$ cat config.mk
export PLATFORM = sky130hd
export DESIGN_NAME = blsp_ctrl
export DESIGN_NICKNAME = d
export VERILOG_FILES = /design/src/verilog/blsp_pkg.sv /design/src/verilog/blsp_ctrl.sv
export SDC_FILE = /design/constraint.sdc
export NUM_CORES = 1
export LEC_CHECK = 0
export ABC_AREA = 1
export BUFFER_PORTS_ARGS = -buffer_cell sky130_fd_sc_hd__buf_2
export CORE_MARGIN = 2
export CORE_UTILIZATION = 40
export CTS_BUF_LIST = sky130_fd_sc_hd__clkbuf_4 sky130_fd_sc_hd__clkbuf_8 sky130_fd_sc_hd__clkbuf_16
export DETAILED_ROUTE_END_ITERATION = 6
export PLACE_DENSITY = 0.68
export SLEW_MARGIN = 20
export SYNTH_ARGS = -nofsm -noshare
export SYNTH_HDL_FRONTEND = slang
export SYNTH_SLANG_ARGS = --single-unit
$ cat constraint.sdc
create_clock -name i_core_clk -period 2 [get_ports i_core_clk]
set_clock_uncertainty 0.15 [all_clocks]
set_input_delay 0.2 -clock i_core_clk [delete_from_list [all_inputs] [get_ports i_core_clk]]
set_output_delay 0.2 -clock i_core_clk [all_outputs]
set_load 0.01 [all_outputs]
$ cat src/verilog/blsp_pkg.sv
// Purpose: shared constants and carriers for the boot lock / self-program control
// Assumes: 16-bit byte addresses on the program memory side
// Notes:   register byte offsets sit on the Avalon-MM slave
package blsp_pkg;

  localparam int          ADDR_W         = 16;
  // register byte offsets
  localparam logic [3:0]  CTRL_OFS       = 4'h0;
  localparam logic [3:0]  LOCK_OFS       = 4'h4;
  localparam logic [3:0]  STAT_OFS       = 4'h8;
  // control register fields
  localparam int          CTRL_READY_IE  = 7;
  localparam int          CTRL_BUSY      = 6;
  localparam int          CTRL_REEN      = 4;
  localparam int          CTRL_SEN       = 0;
  localparam logic [7:0]  CTRL_RESET     = 8'h00;
  // legal command patterns in the low five bits, then the no-command value
  localparam logic [4:0]  CMD_REEN       = 5'h11;
  localparam logic [4:0]  CMD_LOCKSET    = 5'h09;
  localparam logic [4:0]  CMD_WRITE      = 5'h05;
  localparam logic [4:0]  CMD_ERASE      = 5'h03;
  localparam logic [4:0]  CMD_LOAD       = 5'h01;
  localparam logic [4:0]  CMD_NONE       = 5'h00;
  // lock field layout: [0] lo, [1] hi; 1 = unprogrammed
  localparam logic [1:0]  LOCK_UNPROG    = 2'h3;
  localparam int          LOCK_LO        = 0;
  localparam int          LOCK_HI        = 1;
  // lock-set data positions in the store data byte
  localparam int          LDAT_APP       = 0;
  localparam int          LDAT_BOOT      = 2;
  // store-enable window in clock cycles
  localparam logic [2:0]  WINDOW_CYCLES  = 3'h4;
  localparam logic [15:0] APP_RESET_ADDR = 16'h0000;

  typedef enum logic [1:0] {
    SP_IDLE  = 2'b00,
    SP_ARMED = 2'b01,
    SP_BUSY  = 2'b11
  } blsp_prog_t;

  typedef enum logic {
    BUS_IDLE = 1'b0,
    BUS_ACK  = 1'b1
  } blsp_bus_t;

  typedef struct packed {
    logic              store;
    logic              load;
    logic [ADDR_W-1:0] target;
    logic [ADDR_W-1:0] exec;
    logic [7:0]        data;
  } blsp_cpu_req_t;

  typedef struct packed {
    logic erase;
    logic write;
    logic buf_load;
    logic buf_clear;
  } blsp_seq_cmd_t;

  typedef struct packed {
    logic store_allow;
    logic load_allow;
    logic fetch_allow;
    logic irq_allow;
  } blsp_access_t;

endpackage : blsp_pkg

$ cat src/verilog/blsp_ctrl.sv
// Purpose: section locks, self-program control register and access gating
// Assumes: cpu request inputs synchronous to i_core_clk, one store per cycle at most
// Notes:   one wait state on every bus access
//
// What this block does
// - keep separate application and boot lock fields, set independently.
// - lock bits only get programmed; only chip erase returns them to ones.
// - general write lock mode never gates self-program stores.
// - general read/write lock mode never gates cpu loads or stores.
// - app lock 11 no limits; 10 blocks stores into application section.
// - app lock 00 blocks app stores and boot-executed loads of app section.
// - app lock 01 blocks boot-executed loads of app section only.
// - app hi programmed and vectors in boot: no interrupts while in app.
// - boot lock 11 no limits; 10 blocks stores into boot section.
// - boot lock 00 blocks boot stores and app-executed loads of boot section.
// - boot lock 01 blocks app-executed loads of boot section only.
// - boot hi programmed and vectors in app: no interrupts while in boot.
// - reset select 1 gives application reset, 0 gives boot start.
// - cpu cannot change the reset select fuse; only external input.
// - ready irq requested while enabled, global enable and store-enable clear.
// - erase or write into concurrent section sets busy; busy denies access.
// - busy clears on re-enable completion or on a buffer load start.
// - control bit 5 always reads zero.
// - re-enable with store-enable plus store within four clocks restores reads.
// - re-enable ignored while erase or write still running.
// - re-enable write during buffer loading discards the loaded data.
// - store-enable and command bits self-clear after four idle clocks.
// - re-enable command also clears the temporary page buffer.
`timescale 1ns/10ps
`default_nettype none

module blsp_ctrl
  import blsp_pkg::*;
#(
  parameter logic [ADDR_W-1:0] HALTING_START = 16'h1800
) (
  input  wire logic              i_core_clk,
  input  wire logic              i_rst_b,
  input  wire logic [3:0]        i_avs_address,
  input  wire logic              i_avs_read,
  input  wire logic              i_avs_write,
  input  wire logic [31:0]       i_avs_writedata,
  input  wire logic [3:0]        i_avs_byteenable,
  output var  logic [31:0]       o_avs_readdata,
  output var  logic              o_avs_waitrequest,
  input  wire blsp_cpu_req_t     i_cpu,
  input  wire logic [ADDR_W-1:0] i_boot_start,
  input  wire logic              i_boot_reset_select,
  input  wire logic              i_ivt_in_boot,
  input  wire logic              i_global_irq_en,
  input  wire logic [3:0]        i_nv_locks,
  input  wire logic              i_ext_lock_wr,
  input  wire logic [3:0]        i_ext_lock_data,
  input  wire logic              i_chip_erase,
  input  wire logic              i_seq_done,
  output var  blsp_access_t      o_access,
  output var  blsp_seq_cmd_t     o_seq,
  output var  logic [ADDR_W-1:0] o_reset_vector,
  output var  logic              o_ready_irq
);

  typedef struct packed {
    blsp_bus_t         bus_st;
    logic [31:0]       readdata;
    logic              ready_irq_enable;
    logic              concurrent_section_busy;
    logic [4:0]        cmd;
    blsp_prog_t        prog;
    logic [2:0]        win;
    logic              buf_dirty;
    logic [1:0]        app_lock;
    logic [1:0]        boot_lock;
    logic              boot_reset_select;
    logic [ADDR_W-1:0] rst_vec;
    logic              loaded;
    blsp_seq_cmd_t     seq;
  } blsp_state_t;

  blsp_state_t st;
  blsp_state_t next_st;

  ////////////////////////////////////////////////////////////////////////////
  // address classification and lock decode

  function automatic logic in_boot(input logic [ADDR_W-1:0] a,
                                   input logic [ADDR_W-1:0] start);
    in_boot = (a >= start);
  endfunction : in_boot

  function automatic logic in_conc(input logic [ADDR_W-1:0] a);
    in_conc = (a < HALTING_START);
  endfunction : in_conc

  // lo bit programmed (modes 2 and 3) blocks stores into the section
  function automatic logic store_lock_ok(input logic tgt_boot,
                                         input logic [1:0] app,
                                         input logic [1:0] boot);
    store_lock_ok = tgt_boot ? boot[LOCK_LO] : app[LOCK_LO];
  endfunction : store_lock_ok

  // hi bit programmed (modes 3 and 4) blocks cross-section loads
  function automatic logic load_lock_ok(input logic tgt_boot,
                                        input logic exec_boot,
                                        input logic [1:0] app,
                                        input logic [1:0] boot);
    load_lock_ok = 1'b1;
    if (!tgt_boot && exec_boot && !app[LOCK_HI]) begin
      load_lock_ok = 1'b0;
    end
    if (tgt_boot && !exec_boot && !boot[LOCK_HI]) begin
      load_lock_ok = 1'b0;
    end
  endfunction : load_lock_ok

  logic tgt_boot;
  logic exec_boot;
  logic tgt_conc;
  logic exec_conc;
  logic store_ok;
  logic cmd_legal;
  logic ctrl_wr;
  logic [4:0] wr_cmd;

  // the general memory lock modes are not inputs here at all
  assign tgt_boot  = in_boot(i_cpu.target, i_boot_start);
  assign exec_boot = in_boot(i_cpu.exec, i_boot_start);
  assign tgt_conc  = in_conc(i_cpu.target);
  assign exec_conc = in_conc(i_cpu.exec);
  // self-programming stores only run from the boot section
  assign store_ok  = exec_boot && store_lock_ok(tgt_boot, st.app_lock, st.boot_lock)
                     && !(st.concurrent_section_busy && tgt_conc);
  assign wr_cmd    = i_avs_writedata[4:0];
  assign cmd_legal = (wr_cmd == CMD_REEN) || (wr_cmd == CMD_LOCKSET) ||
                     (wr_cmd == CMD_WRITE) || (wr_cmd == CMD_ERASE) || (wr_cmd == CMD_LOAD);
  assign ctrl_wr   = (st.bus_st == BUS_ACK) && i_avs_write &&
                     (i_avs_address == CTRL_OFS) && i_avs_byteenable[0];

  ////////////////////////////////////////////////////////////////////////////
  // next state

  always_comb begin
    next_st     = st;
    next_st.seq = '0;

    // nonvolatile copies caught one edge after reset release
    if (!st.loaded) begin
      next_st.loaded            = 1'b1;
      next_st.app_lock          = i_nv_locks[1:0];
      next_st.boot_lock         = i_nv_locks[3:2];
      next_st.boot_reset_select = i_boot_reset_select;
      next_st.rst_vec = i_boot_reset_select ? APP_RESET_ADDR : i_boot_start;
    end

    // self-program sequencing
    case (st.prog)
      SP_IDLE: begin
        next_st.cmd = CMD_NONE;
      end
      SP_ARMED: begin
        if (i_cpu.store) begin
          next_st.prog = SP_IDLE;
          next_st.cmd = CMD_NONE;
          case (st.cmd)
            CMD_ERASE, CMD_WRITE: begin
              if (store_ok) begin
                next_st.prog      = SP_BUSY;
                next_st.cmd       = st.cmd;
                next_st.seq.erase = (st.cmd == CMD_ERASE);
                next_st.seq.write = (st.cmd == CMD_WRITE);
                if (st.cmd == CMD_WRITE) begin
                  next_st.buf_dirty = 1'b0;
                end
                if (tgt_conc) begin
                  next_st.concurrent_section_busy = 1'b1;
                end
              end
            end
            CMD_LOAD: begin
              if (exec_boot) begin
                next_st.seq.buf_load            = 1'b1;
                next_st.buf_dirty               = 1'b1;
                next_st.concurrent_section_busy = 1'b0;
              end
            end
            CMD_REEN: begin
              if (exec_boot) begin
                next_st.concurrent_section_busy = 1'b0;
                next_st.seq.buf_clear           = 1'b1;
                next_st.buf_dirty               = 1'b0;
              end
            end
            CMD_LOCKSET: begin
              if (exec_boot) begin
                // and-in only: software can program but never unprogram
                next_st.app_lock  = st.app_lock & i_cpu.data[LDAT_APP +: 2];
                next_st.boot_lock = st.boot_lock & i_cpu.data[LDAT_BOOT +: 2];
              end
            end
            default: begin
              next_st.cmd = CMD_NONE;
            end
          endcase
        end else if (st.win == 3'h1) begin
          next_st.prog = SP_IDLE;
          next_st.cmd = CMD_NONE;
          next_st.win = 3'h0;
        end else begin
          next_st.win = st.win - 3'h1;
        end
      end
      SP_BUSY: begin
        // store-enable stays high until the sequencer finishes
        if (i_seq_done) begin
          next_st.prog = SP_IDLE;
          next_st.cmd = CMD_NONE;
        end
      end
      default: begin
        next_st.prog = SP_IDLE;
        next_st.cmd = CMD_NONE;
      end
    endcase

    // external programming ands in after cpu lock-set; chip erase overrides both
    if (i_ext_lock_wr) begin
      next_st.app_lock  = next_st.app_lock & i_ext_lock_data[1:0];
      next_st.boot_lock = next_st.boot_lock & i_ext_lock_data[3:2];
    end
    if (i_chip_erase) begin
      next_st.app_lock  = LOCK_UNPROG;
      next_st.boot_lock = LOCK_UNPROG;
    end

    // bus slave: idle -> ack (readdata loaded) -> idle
    case (st.bus_st)
      BUS_IDLE: begin
        if (i_avs_read || i_avs_write) begin
          next_st.bus_st = BUS_ACK;
          case (i_avs_address)
            CTRL_OFS: next_st.readdata = {24'h0000_00, st.ready_irq_enable,
                                          st.concurrent_section_busy, 1'b0, st.cmd};
            LOCK_OFS: next_st.readdata = {28'h000_0000, st.boot_lock, st.app_lock};
            STAT_OFS: next_st.readdata = {28'h000_0000, st.buf_dirty, i_ivt_in_boot,
                                          st.concurrent_section_busy, st.boot_reset_select};
            default:  next_st.readdata = 32'h0000_0000;
          endcase
        end
      end
      BUS_ACK: begin
        next_st.bus_st = BUS_IDLE;
      end
      default: begin
        next_st.bus_st = BUS_IDLE;
      end
    endcase

    if (ctrl_wr) begin
      next_st.ready_irq_enable = i_avs_writedata[CTRL_READY_IE];
      if (st.prog != SP_BUSY) begin
        if (cmd_legal) begin
          next_st.cmd = wr_cmd;
          next_st.prog = SP_ARMED;
          next_st.win = WINDOW_CYCLES;
        end
        if (wr_cmd[CTRL_REEN] && st.buf_dirty) begin
          next_st.seq.buf_clear = 1'b1;
          next_st.buf_dirty     = next_st.seq.buf_load;  // a load landing now still counts
        end
      end
    end
  end

  always_ff @(posedge i_core_clk or negedge i_rst_b) begin
    if (!i_rst_b) begin
      st                         <= '0;
      st.app_lock                <= LOCK_UNPROG;
      st.boot_lock               <= LOCK_UNPROG;
      st.boot_reset_select       <= 1'b1;
      st.ready_irq_enable        <= CTRL_RESET[CTRL_READY_IE];
      st.concurrent_section_busy <= CTRL_RESET[CTRL_BUSY];
    end else begin
      st <= next_st;
    end
  end

  ////////////////////////////////////////////////////////////////////////////
  // outputs

  assign o_avs_readdata    = st.readdata;
  assign o_avs_waitrequest = (i_avs_read || i_avs_write) && (st.bus_st != BUS_ACK);
  assign o_seq             = st.seq;
  assign o_reset_vector    = st.rst_vec;
  assign o_ready_irq = st.ready_irq_enable && i_global_irq_en && (st.prog == SP_IDLE);

  always_comb begin
    o_access.store_allow = store_ok;
    o_access.load_allow  = load_lock_ok(tgt_boot, exec_boot, st.app_lock, st.boot_lock)
                           && !(st.concurrent_section_busy && tgt_conc);
    o_access.fetch_allow = !(st.concurrent_section_busy && exec_conc);
    o_access.irq_allow   = 1'b1;
    if (!st.app_lock[LOCK_HI] && i_ivt_in_boot && !exec_boot) begin
      o_access.irq_allow = 1'b0;
    end
    if (!st.boot_lock[LOCK_HI] && !i_ivt_in_boot && exec_boot) begin
      o_access.irq_allow = 1'b0;
    end
  end
endmodule : blsp_ctrl

`default_nettype wire

# Yosys cells after proc, flatten, opt, wreduce, memory -nomap -nowiden
# Cells that the tools add are included.
# word_totals
register_bits	72
inputBits	116
output_inout_bits	58
word_cells	133
# op_classes
n_addsub	1
order_cmp	4
eq_ne	19
n_mux	48
n_bitwise	5
n_reduce_logical	39
# op_table
operator	n
33-bit two-way mux	1
16-bit greater-or-equal comparator	2
16-bit by 13-bit less-than comparator with 1-bit output, second input constant	2
4-bit two-way mux	6
8-bit case mux with 3 select lines	1
11-bit two-way mux	2
22-bit two-way mux	1
7-bit two-way mux	3
1-bit logical AND	20
1-bit two-way mux	18
16-bit two-way mux	1
8-bit two-way mux	2
5-bit by 1-bit equality test with 1-bit output, second input constant	2
5-bit by 2-bit equality test with 1-bit output, second input constant	2
5-bit by 3-bit equality test with 1-bit output, second input constant	2
5-bit by 4-bit equality test with 1-bit output, second input constant	2
5-bit equality test, second input constant	2
10-bit two-way mux	1
5-bit two-way mux	2
5-bit case mux with 2 select lines	1
2-bit bitwise AND	4
1-bit zero test	7
2-bit two-way mux	3
3-bit two-way mux	2
other kinds (19)	27

# Logic depth before layout (Yosys ltp)
# Gate-level depths: netlist of run 1.
# logic_depth
depth_word	11
ltp_mapped	19
mapped_depth_nobuf	19

# Worst setup path after synthesis of run 1
# Ideal clock, no wire load.
# synth_timing
kind	input to output
startpoint	input port i_boot_start[15]
endpoint	output port o_access[2] in the netlist's numbering
arrival_ps	1499
required_time_ps	1650
path_slack_ps	151
path_stages	10
path_buffers	0
cell_sequence	inv_1 ha_1 nand2_2 nor4_4 nand3_2 nand3_4 inv_1 nand2_1 o21ai_0 nor2_1
# synth_lines
element	line	rtl
from (decl)	blsp_ctrl.sv:47	input wire logic [ADDR_W-1:0] i_boot_start,
to (decl)	blsp_ctrl.sv:56	output var blsp_access_t o_access,

==> results of run 1 <==
-- per-layer routing --
layer  up-vias  part of all wire, %
met5         -                    0
met3        10                  4.4
li1       1734                    -
met2        92                   49
met1      1588                   45
met4         0                  1.2
-- cell families after synthesis --
family	count (synthesis)
fa+ha+maj	34
compound gates	85
mux	7
simple gates	178
buf+inv	133
other cells	2
flops	47
-- how the worst max path moves through the flow --
stage | to | slack (ps)
2_1_floorplan | o_access[2] | 150
3_5_place_dp | st[32]$_DFF_PN0_ | -170
6_report | o_access[2] | 70
4_1_cts | o_access[0] | 0.8
3_3_place_gp | st[32]$_DFF_PN0_ | -130
5_1_grt | o_access[2] | -70
-- sequential cells by signal (all words and copies together) (netlist names) --
register,flops
o_avs_readdata,7
o_reset_vector,16
o_seq,4
st,20
-- through the flow --
step	setup TNS, ps	utilization (%)	cell area (sq um)	total power [mW]
3_3_place_gp	-1150	46.7	4250	1.63
2_1_floorplan	0	-	3800	1.47
4_1_cts	0	50.6	4610	2.46
3_5_place_dp	-1770	46.7	4250	1.65
5_1_grt	-182	53.3	4850	2.65
6_report	0	53.3	4850	2.51
-- where the power goes --
part | internal, mW | switching, mW | total (mW)
Combinational | 0.331 | 0.391 | 0.722
Clock | 0.377 | 0.356 | 0.733
Sequential | 1.01 | 0.0450 | 1.06
Total | 1.72 | 0.792 | 2.51
-- placed cells by master, fill, tap and decap left out, drive strengths merged, types with 2 or more instances in the layout --
master	instances
mux2i	4
nor4	6
dlygate4sd3	6
clkbuf	5
mux2	3
a22oi	2
o21ai	46
dfrtp	42
a21oi	27
ha	34
buf	137
nand4	9
dfstp	5
nor3	3
nand3	17
inv	76
o221ai	3
nand2	110
o211ai	3
nor2	32
conb	26
-- layout make-up --
class | instances | area, sq um | area share (%)
clock buffer | 5 | 68.8 | 1.42
clock inverter | 3 | 46.3 | 0.954
inverter | 76 | 303 | 6.24
multi-input combinational | 330 | 2220 | 45.8
sequential | 47 | 1180 | 24.4
tap | 111 | 139 | 2.86
timing repair buffer | 143 | 888 | 18.3
-- what timing repair did --
action,in CTS,in global routing
setup endpoints to repair,3,10
hold buffers,6,0
endpoints found under the hold margin,27,0
resized for setup,33,50
setup buffers,5,2
pin swaps,13,16
==> results.py, run 1 <==
metrics = {
    "status": {
        "status": "completed",
    },
    "clocking": {
        "h-tree-depth": 2,
        "clock-root-buffer": "clkbuf_8",
        "numCtsBuffers": 5,
        "clock_path_buffers": 2,
        "clock_latency_ps": 310,
        "cts_tree": "built",
        "cts_sinks": 47,
        "path_clk_slew_ps": 100,
    },
    "synthesis": {
        "synth-xor-area-share_pct": 0,
        "yosys-top-cells-area": "dfrtp_1, ha_1, buf_4, nand2_1, inv_1",
        "synth_compound_area_share_pct": 12.7,
        "syn_inst": 486,
        "netlist_area_sq_um": 3710,
        "synth_edf_count": 0,
        "synthArstFlopShare_pct": 100,
        "synthSimpleGateAreaFrac_pct": 22.9,
        "yosysUniqueCellTypes": 39,
        "yosys-top-cells-count": "nand2_1, inv_1, buf_4",
        "syn_avg_cell_area_sq_um": 7.64,
        "synth_top_cell_by_area": "dfrtp_1",
        "synthAdderAreaFrac_pct": 11.5,
        "synth_top_family_by_area": "simple AND/OR/NAND/NOR gates",
        "synth_most_common_cell": "nand2_1",
        "synth-seq-cells": 47,
        "ys.flop_type": "dfrtp_1",
        "netlist.area_leader.share_pct": 28.3,
        "synth_seq_area_share_pct": 31.8,
        "yosysWarningCount": 0,
        "synthMuxAreaShare_pct": 1.99,
    },
    "placement": {
        "pre_cts_ws_ps": -174,
        "place_congestion": 0.868,
        "dpl.hpwl_um": 7320,
        "port_buffers": 114,
        "dp_cells": 695,
    },
    "layout": {
        "fillers": 860,
        "final_nets": 753,
        "fin_cells": 715,
        "drive_above_1_share_pct": 39.1,
        "area.growth.synth_to_final_pct": 30.7,
        "diodes": 0,
    },
    "job": {
        "maxCapViolCount": 0,
    },
    "critical_path": {
        "cp.required_ps": 1650,
        "path_max_fanout": 3,
        "crit_start": "i_boot_start[11]",
        "crit_family": "simple AND/OR/NAND/NOR gates",
        "critical_path.endpoint_type": "primary output",
        "worstPathArrival_ps": 1580,
        "reg2reg_slack_ps": 220,
        "crit_path_top_delay_cell": "nor4_4",
        "cp.buffers_inverters": 4,
        "startpoint_type": "input pin",
        "cp.depth": 12,
        "r2r_start": "st[32]$_DFF_PN0_",
        "reg2reg_depth": 13,
        "r2r_end": "st[37]$_DFFE_PN0P_",
        "path_cells": "buf_8, inv_6, ha_4, nand2_4, nor4_4, nand3_2, nand3_4, inv_2, nand2_2, o21ai_2, nor2_1, buf_2",
        "worstSetupPathType": "in2out",
        "critPathMaxStageDelay_ps": 320,
    },
    "global_route": {
        "grt_antenna_before_repair": 0,
        "top_usage_layer": "met2",
        "grt_usage_pct": 19.2,
        "grt_pass1_wl_um": 15500,
        "grt_max_degree": 29,
        "met2_usage_pct": 32.3,
        "grt-ovfl-total": 0,
        "use_met3_pct": 2.86,
        "grt_pass1_vias": 3387,
        "use_met1_pct": 25.5,
    },
    "route": {
        "drt_pass1_iterations": 4,
        "drt-initial-drc-count": 134,
        "routed_via_density": 4.79,
        "ant_nets": 0,
        "totalWireLength_um": 9630,
        "drc": 0,
        "wl_per_cell_um": 13.5,
        "num_vias": 3424,
    },
    "sta": {
        "min_period_ps": 1930,
        "finalCritPeriodShare_pct": 96.4,
        "drv_slew": 0,
        "rsz0062_at_grt": "true",
        "slew_headroom_pct": 64.8,
        "fmax_mhz": 519,
        "worst_pin_slew_ps": 523,
        "hold_violations": 0,
        "fin_ws_ps": 71.9,
        "setup_viol": 0,
        "fin_hold_ws_ps": 1.73,
    },
    "pwr": {
        "irDropWorstVdd_v": 0.000389,
        "powerDensity_nw_per_um2": 518,
        "leakage_nw": 2.57,
    },
    "min_path": {
        "worstHoldEndpoint": "o_reset_vector[0]$_DFFE_PN0N_",
        "min_path_cells": 2,
        "min_from": "i_boot_start[0]",
        "hp-class": "in2reg",
    },
    "floorplan": {
        "coreArea_sq_um": 9110,
        "rows": 35,
        "die_x_um": 100,
        "initial_core_util_pct": 40.8,
        "die-area_sq_um": 10100,
        "num_io_pins": 174,
        "die_height_um": 100,
    },
}
No activity file was read; power rests on OpenSTA's default activity.
==> inputs of run 2 (changes only) <==
--- a/config.mk
+++ b/config.mk
@@ -7,7 +7,6 @@
 export LEC_CHECK = 0
 export ABC_AREA = 1
 export BUFFER_PORTS_ARGS = -buffer_cell sky130_fd_sc_hd__buf_2
-export CORE_MARGIN = 2
 export CORE_UTILIZATION = 40
 export CTS_BUF_LIST = sky130_fd_sc_hd__clkbuf_4 sky130_fd_sc_hd__clkbuf_8 sky130_fd_sc_hd__clkbuf_16
 export DETAILED_ROUTE_END_ITERATION = 6
==> run 2 against run 1 <==
  * The run now ends with design-rule violations, negative setup slack left
  * Cell count fell by 0.42%
  * Core utilization increased by 1.2 points
  * Flip-flop and latch count stayed put
  * Via count grew 0.64%
  * Sequential power is essentially flat
  * Largest power group unchanged
==> results.py, run 2 (synthesis results as in run 1) <==
metrics = {
    "status": {
        "status": "complete, but fails checks",
        "violations": "design-rule violations, negative setup slack",
    },
    "critical_path": {
        "cp.required_ps": 1650,
        "path_max_fanout": 3,
        "reg2reg_slack_ps": 250,
        "r2r_end": "st[24]$_DFF_PN1_",
        "critPathMaxStageDelay_ps": 350,
        "startpoint_type": "input pin",
        "crit_start": "i_cpu[23]",
        "cpMostUsedCell": "buf_2",
        "crit_path_top_delay_cell": "nor4_4",
        "path_cells": "buf_2, ha_4, nand2_4, nor4_4, nand3_2, nand3_4, inv_4, nand2_2, o21ai_2, nor2_1, buf_2",
        "worstPathArrival_ps": 1680,
        "critical_path.endpoint_type": "primary output",
        "cp-endpoint": "o_access[2]",
        "reg2reg_depth": 8,
        "r2r_start": "st[32]$_DFF_PN0_",
        "worstSetupPathType": "in2out",
    },
    "clocking": {
        "h-tree-depth": 2,
        "cts_tree": "built",
        "cts_sinks": 47,
        "clock-root-buffer": "clkbuf_8",
        "clock_path_buffers": 2,
        "clock_latency_ps": 300,
        "path_clk_slew_ps": 90,
        "numCtsBuffers": 5,
    },
    "floorplan": {
        "rows": 34,
        "die_x_um": 98.4,
        "coreArea_sq_um": 8850,
        "num_io_pins": 174,
        "initial_core_util_pct": 42.0,
        "die_height_um": 98.4,
        "die-area_sq_um": 9670,
    },
    "sta": {
        "min_period_ps": 2030,
        "setup_viol": 1,
        "slew_headroom_pct": 60.9,
        "fin_ws_ps": -29.1,
        "fin_hold_ws_ps": 11.7,
        "drv_slew": 0,
        "rsz0062_at_grt": "true",
        "fin_setup_tns_ps": -29.1,
        "finalCritPeriodShare_pct": 101,
        "hold_violations": 0,
        "worst_pin_slew_ps": 582,
        "fmax_mhz": 493,
    },
    "placement": {
        "pre_cts_ws_ps": -155,
        "dp_cells": 695,
        "place_congestion": 0.860,
        "dpl.hpwl_um": 7310,
        "port_buffers": 114,
    },
    "route": {
        "totalWireLength_um": 9480,
        "drc": 5,
        "num_vias": 3446,
        "drt-initial-drc-count": 171,
        "drt_pass1_iterations": 7,
        "wl_per_cell_um": 13.3,
        "routed_via_density": 4.84,
        "ant_nets": 0,
    },
    "job": {
        "maxCapViolCount": 0,
    },
    "global_route": {
        "grt_pass1_wl_um": 15200,
        "grt-ovfl-total": 0,
        "grt_max_degree": 29,
        "grt_antenna_before_repair": 0,
        "grt_pass1_vias": 3360,
        "grt_usage_pct": 19.4,
    },
    "pwr": {
        "irDropWorstVdd_v": 0.000259,
        "powerDensity_nw_per_um2": 486,
        "power.total_mw": 2.34,
        "leakage_nw": 2.55,
    },
    "layout": {
        "fin_cells": 712,
        "largest-register": "st",
        "final_cell_mix": "buf_2, nand2_1, inv_1",
        "largest_reg_flops": 20,
        "final_nets": 753,
        "drive_above_1_share_pct": 39.6,
        "area.growth.synth_to_final_pct": 29.8,
        "diodes": 0,
        "final_common_cell": "buf_2",
    },
    "min_path": {
        "hp-class": "in2reg",
    },
}
==> run 2: cell count changes in the layout (fill, tap and decap cells not counted), moves of 2 or more <==
cell     before  now
nand2_2       8   11
buf_6         8    5
ha_4         16   18
buf_2       105  107
nand2_1      96   94
ha_1         18   16
buf_4        21   23
==> run 2: worst max-delay path: cells and delay by family <==
family / cells / cell delay (ps)
buffers and inverters: 3 / 330
adders and majority gates: 1 / 280
AOI/OAI and AO/OA: 1 / 60
and+or+nand+nor: 6 / 830
==> run 2: routing by layer <==
| metal | track usage (%) | vias up | part of all wire [%] |
|---|---|---|---|
| li1 | - | 1731 | - |
| met1 | 24.6 | 1600 | 44 |
| met2 | 34.1 | 101 | 49 |
| met3 | 3.51 | 14 | 5.3 |
| met4 | 5.28 | 0 | 1.5 |
| met5 | 0 | - | 0 |
==> run 2: report_power, final <==
group / internal, mW / switching (mW) / leakage, nW
sequential: 1.01 / 0.0445 / 0.604
clock: 0.244 / 0.327 / 0.0402
combinational: 0.321 / 0.393 / 1.90
total: 1.58 / 0.764 / 2.55
==> run 2: worst min path at each step <==
stage | cells past startpoint | to | from
4_1_cts | 2 | o_reset_vector[0]$_DFFE_PN0N_ | i_boot_start[0]
6_report | 2 | o_reset_vector[0]$_DFFE_PN0N_ | i_boot_start[0]
5_1_grt | 2 | o_reset_vector[0]$_DFFE_PN0N_ | i_boot_start[0]
2_1_floorplan | 0 | o_avs_readdata[0]$_DFFE_PN0P_ | i_rst_b
3_3_place_gp | 1 | st[38]$_DFFE_PN0P_ | i_rst_b
3_5_place_dp | 1 | st[38]$_DFFE_PN0P_ | i_rst_b
==> run 2: final cells by class <==
| cell class | count | area (sq um) |
|---|---|---|
| well taps | 108 | 135 |
| clock buffers | 5 | 68.8 |
| inverters | 76 | 305 |
| multi-input cells | 330 | 2240 |
| flip-flops and latches | 47 | 1180 |
| repair buffers | 143 | 870 |
| clock inverters | 3 | 20.0 |
| fillers | 829 | 4030 |
==> run 2: what timing repair did <==
action	CTS	global route
hold endpoints to repair	23	0
pin swaps	16	19
resized for setup	42	41
buffers inserted	3	2
setup endpoints to repair	3	10
hold buffers	5	0
==> run 2: stage by stage <==
| step | cell area, sq um | util (%) |
|---|---|---|
| final | 4820 | 54.5 |
| after floorplan | 3800 | - |
| after global placement | 4270 | 48.3 |
| after global routing | 4820 | 54.5 |
| after detailed placement | 4270 | 48.3 |
| after CTS | 4630 | 52.4 |
==> inputs of run 3 (changes only) <==
--- a/config.mk
+++ b/config.mk
@@ -5,12 +5,11 @@
 export SDC_FILE = /design/constraint.sdc
 export NUM_CORES = 1
 export LEC_CHECK = 0
-export ABC_AREA = 1
 export BUFFER_PORTS_ARGS = -buffer_cell sky130_fd_sc_hd__buf_2
 export CORE_UTILIZATION = 40
 export CTS_BUF_LIST = sky130_fd_sc_hd__clkbuf_4 sky130_fd_sc_hd__clkbuf_8 sky130_fd_sc_hd__clkbuf_16
 export DETAILED_ROUTE_END_ITERATION = 6
-export PLACE_DENSITY = 0.68
+export PLACE_DENSITY = 0.69
 export SLEW_MARGIN = 20
 export SYNTH_ARGS = -nofsm -noshare
 export SYNTH_HDL_FRONTEND = slang
==> run 3 against run 2 <==
  * The run ends with negative setup slack left
  * Register-to-register slack got worse by 160 ps
  * Power up 6.9%
  * First-iteration DRC count decreased by 49%
  * Cell count shrank 10%
  * Routed wire length decreased by 4.0%
  * Design area rose by 1.6%
  * Worst hold slack worse by 1.2 ps
  * Die area is 6.3% lower
  * Global-route usage up 0.75 points
==> results.py, run 3 <==
metrics = {
    "placement": {
        "place_congestion": 0.864,
        "dpl.hpwl_um": 6900,
        "place_area_sq_um": 4240,
        "port_buffers": 114,
    },
    "layout": {
        "final_common_cell": "buf_2",
        "area.growth.synth_to_final_pct": 41.0,
        "diodes": 0,
        "fin_area_sq_um": 4900,
        "largest_reg_flops": 20,
        "final_nets": 682,
        "final_cell_mix": "buf_2, nand2_1, buf_4",
        "drive_above_1_share_pct": 45.4,
        "largest-register": "st",
        "fillers": 723,
        "final_core_util_pct": 59.0,
    },
    "min_path": {
        "min_path_cells": 3,
        "min_from": "i_boot_start[15]",
        "hp-class": "in2reg",
        "worstHoldEndpoint": "o_reset_vector[15]$_DFFE_PN0N_",
    },
    "clocking": {
        "cts_sinks": 47,
        "path_clk_slew_ps": 90,
        "h-tree-depth": 2,
        "clock_latency_ps": 300,
        "clock_path_buffers": 2,
        "numCtsBuffers": 5,
        "cts_tree": "built",
        "clock-root-buffer": "clkbuf_8",
    },
    "critical_path": {
        "critPathMaxStageDelay_ps": 370,
        "reg2reg_depth": 6,
        "cpMostUsedCell": "buf_6",
        "startpoint_type": "input pin",
        "r2r_start": "st[31]$_DFF_PN0_",
        "path_max_fanout": 3,
        "critical_path.endpoint_type": "primary output",
        "r2r_end": "st[24]$_DFF_PN1_",
        "worstPathArrival_ps": 2010,
        "worstSetupPathType": "in2out",
        "reg2reg_slack_ps": 90,
        "crit_path_top_delay_cell": "or3_4",
        "cp.required_ps": 1650,
        "path_cells": "buf_6, inv_4, ha_4, nand4_1, or3_4, a221oi_2, or4_4, mux2_4, nand2_4, inv_2, buf_6",
    },
    "synthesis": {
        "syn_inst": 396,
        "netlist_area_sq_um": 3470,
        "yosysWarningCount": 0,
        "syn_avg_cell_area_sq_um": 8.77,
        "synthArstFlopShare_pct": 100,
        "synth_seq_area_share_pct": 34.0,
        "synth_edf_count": 0,
        "yosys-top-cells-count": "buf_4, nand2_1, dfrtp_1",
        "synth-seq-cells": 47,
        "synth_top_cell_by_area": "dfrtp_1",
        "netlist.area_leader.share_pct": 30.2,
        "yosysUniqueCellTypes": 50,
        "yosys-top-cells-area": "dfrtp_1, ha_1, buf_4, nand2_1, dfstp_2",
        "ys.flop_type": "dfrtp_1",
        "synth_most_common_cell": "buf_4",
    },
    "floorplan": {
        "coreArea_sq_um": 8300,
        "die_height_um": 95.2,
        "num_io_pins": 174,
        "initial_core_util_pct": 41.9,
        "rows": 33,
        "die_x_um": 95.2,
        "die-area_sq_um": 9060,
    },
    "route": {
        "ant_nets": 0,
        "wl_per_cell_um": 14.3,
        "drc": 0,
        "dr.max_layer_used": "met4",
        "dr_wl_met2_um": 4450,
        "wl_met3_um": 635,
        "m1WireLength_um": 3890,
        "routed_via_density": 5.05,
        "drt-initial-drc-count": 87,
        "totalWireLength_um": 9100,
        "drt_pass1_iterations": 4,
        "num_vias": 3222,
    },
    "sta": {
        "slew_headroom_pct": 66.8,
        "fin_ws_ps": -362,
        "drv_slew": 0,
        "fin_setup_tns_ps": -3710,
        "min_period_ps": 2360,
        "setup_viol": 14,
        "worst_pin_slew_ps": 495,
        "finalCritPeriodShare_pct": 118,
        "hold_violations": 0,
        "rsz0062_at_grt": "true",
        "fmax_mhz": 423,
    },
    "pwr": {
        "p_clk_share_pct": 28.5,
        "p_sw_mw": 0.718,
        "p_int_mw": 1.79,
        "pwr-share-comb_pct": 29.9,
        "seq_power_share_pct": 41.6,
        "power.total_mw": 2.50,
        "powerDensity_nw_per_um2": 511,
        "leakage_nw": 2.39,
        "p_sw_share_pct": 28.7,
        "irDropWorstVdd_v": 0.000290,
    },
    "status": {
        "violations": "negative setup slack",
        "status": "complete, but fails checks",
    },
    "global_route": {
        "grt_max_degree": 20,
        "grt_antenna_before_repair": 0,
        "grt_usage_pct": 20.2,
        "grt_pass1_vias": 2989,
        "grt_pass1_wl_um": 14100,
        "grt-ovfl-total": 0,
    },
    "job": {
        "maxCapViolCount": 0,
    },
}
-- run 3: repair_timing --
action	4_1_cts	5_1_grt
setup endpoints to repair	15	14
resized for setup	41	37
buffers inserted	11	6
hold buffers	5	0
pin swaps	16	22
endpoints found under the hold margin	46	0
-- run 3: area by class of cell --
cell class	count	area [sq um]	share of cell area, %
multi-input cells	280	2180	44.4
well taps	105	131	2.68
flip-flops and latches	47	1180	24.1
clock buffers	7	83.8	1.71
repair buffers	169	1140	23.4
clock inverters	1	30.0	0.613
inverters	29	151	3.09
-- run 3: worst max-delay path by stage --
stage          depth (start not counted)          end        startpoint  slack [ps]
2_1_floorplan                         10  o_access[3]   i_boot_start[5]        -150
4_1_cts                               11  o_access[3]  i_boot_start[13]        -390
6_report                              11  o_access[3]  i_boot_start[15]        -360
3_3_place_gp                          11  o_access[3]   i_boot_start[5]        -430
3_5_place_dp                          11  o_access[3]   i_boot_start[5]        -460
5_1_grt                               11  o_access[3]  i_boot_start[14]        -450
-- run 3: cells by family (layout without fill, tap and decap cells) --
group / count (synthesis) / in the layout / synth area share (%)
and+or+nand+nor: 119 / 119 / 16.7
other: 2 / 26 / 0.216
AOI/OAI and AO/OA: 91 / 91 / 17.4
DFF: 47 / 47 / 34.0
buffers and inverters: 93 / 206 / 16.0
muxes: 9 / 9 / 3.06
adders and majority gates: 35 / 35 / 12.5
-- run 3: power by group through the flow --
stage,clock network [mW],registers (mW),logic [mW]
CTS,0.738,1.04,0.690
global placement,0,1.06,0.577
finish,0.713,1.04,0.749
floorplan,0,1.05,0.412
detailed placement,0,1.06,0.591
global route,0.776,1.05,0.829
-- run 3: metrics by stage --
stage / setup slack (ps) / instances / hold WS [ps]
floorplan: -152 / 420 / -246
global placement: -430 / 608 / -53.5
detailed placement: -457 / 608 / -49.7
CTS: -394 / 632 / 4.55
global route: -452 / 638 / 4.03
finish: -362 / 638 / 10.6
-- run 3: critical path, delay by kind of cell --
kind	cells	cell delay, ps
and+or+nand+nor	4	800
muxes	1	320
buffers and inverters	4	260
adders and majority gates	1	250
AOI/OAI and AO/OA	1	190
-- run 3: layer usage --
layer  up-vias  GRT usage [%]
met3        10           5.42
met1      1514           25.7
met5         -              0
met4         0           4.17
met2        92           34.2
li1       1606              -
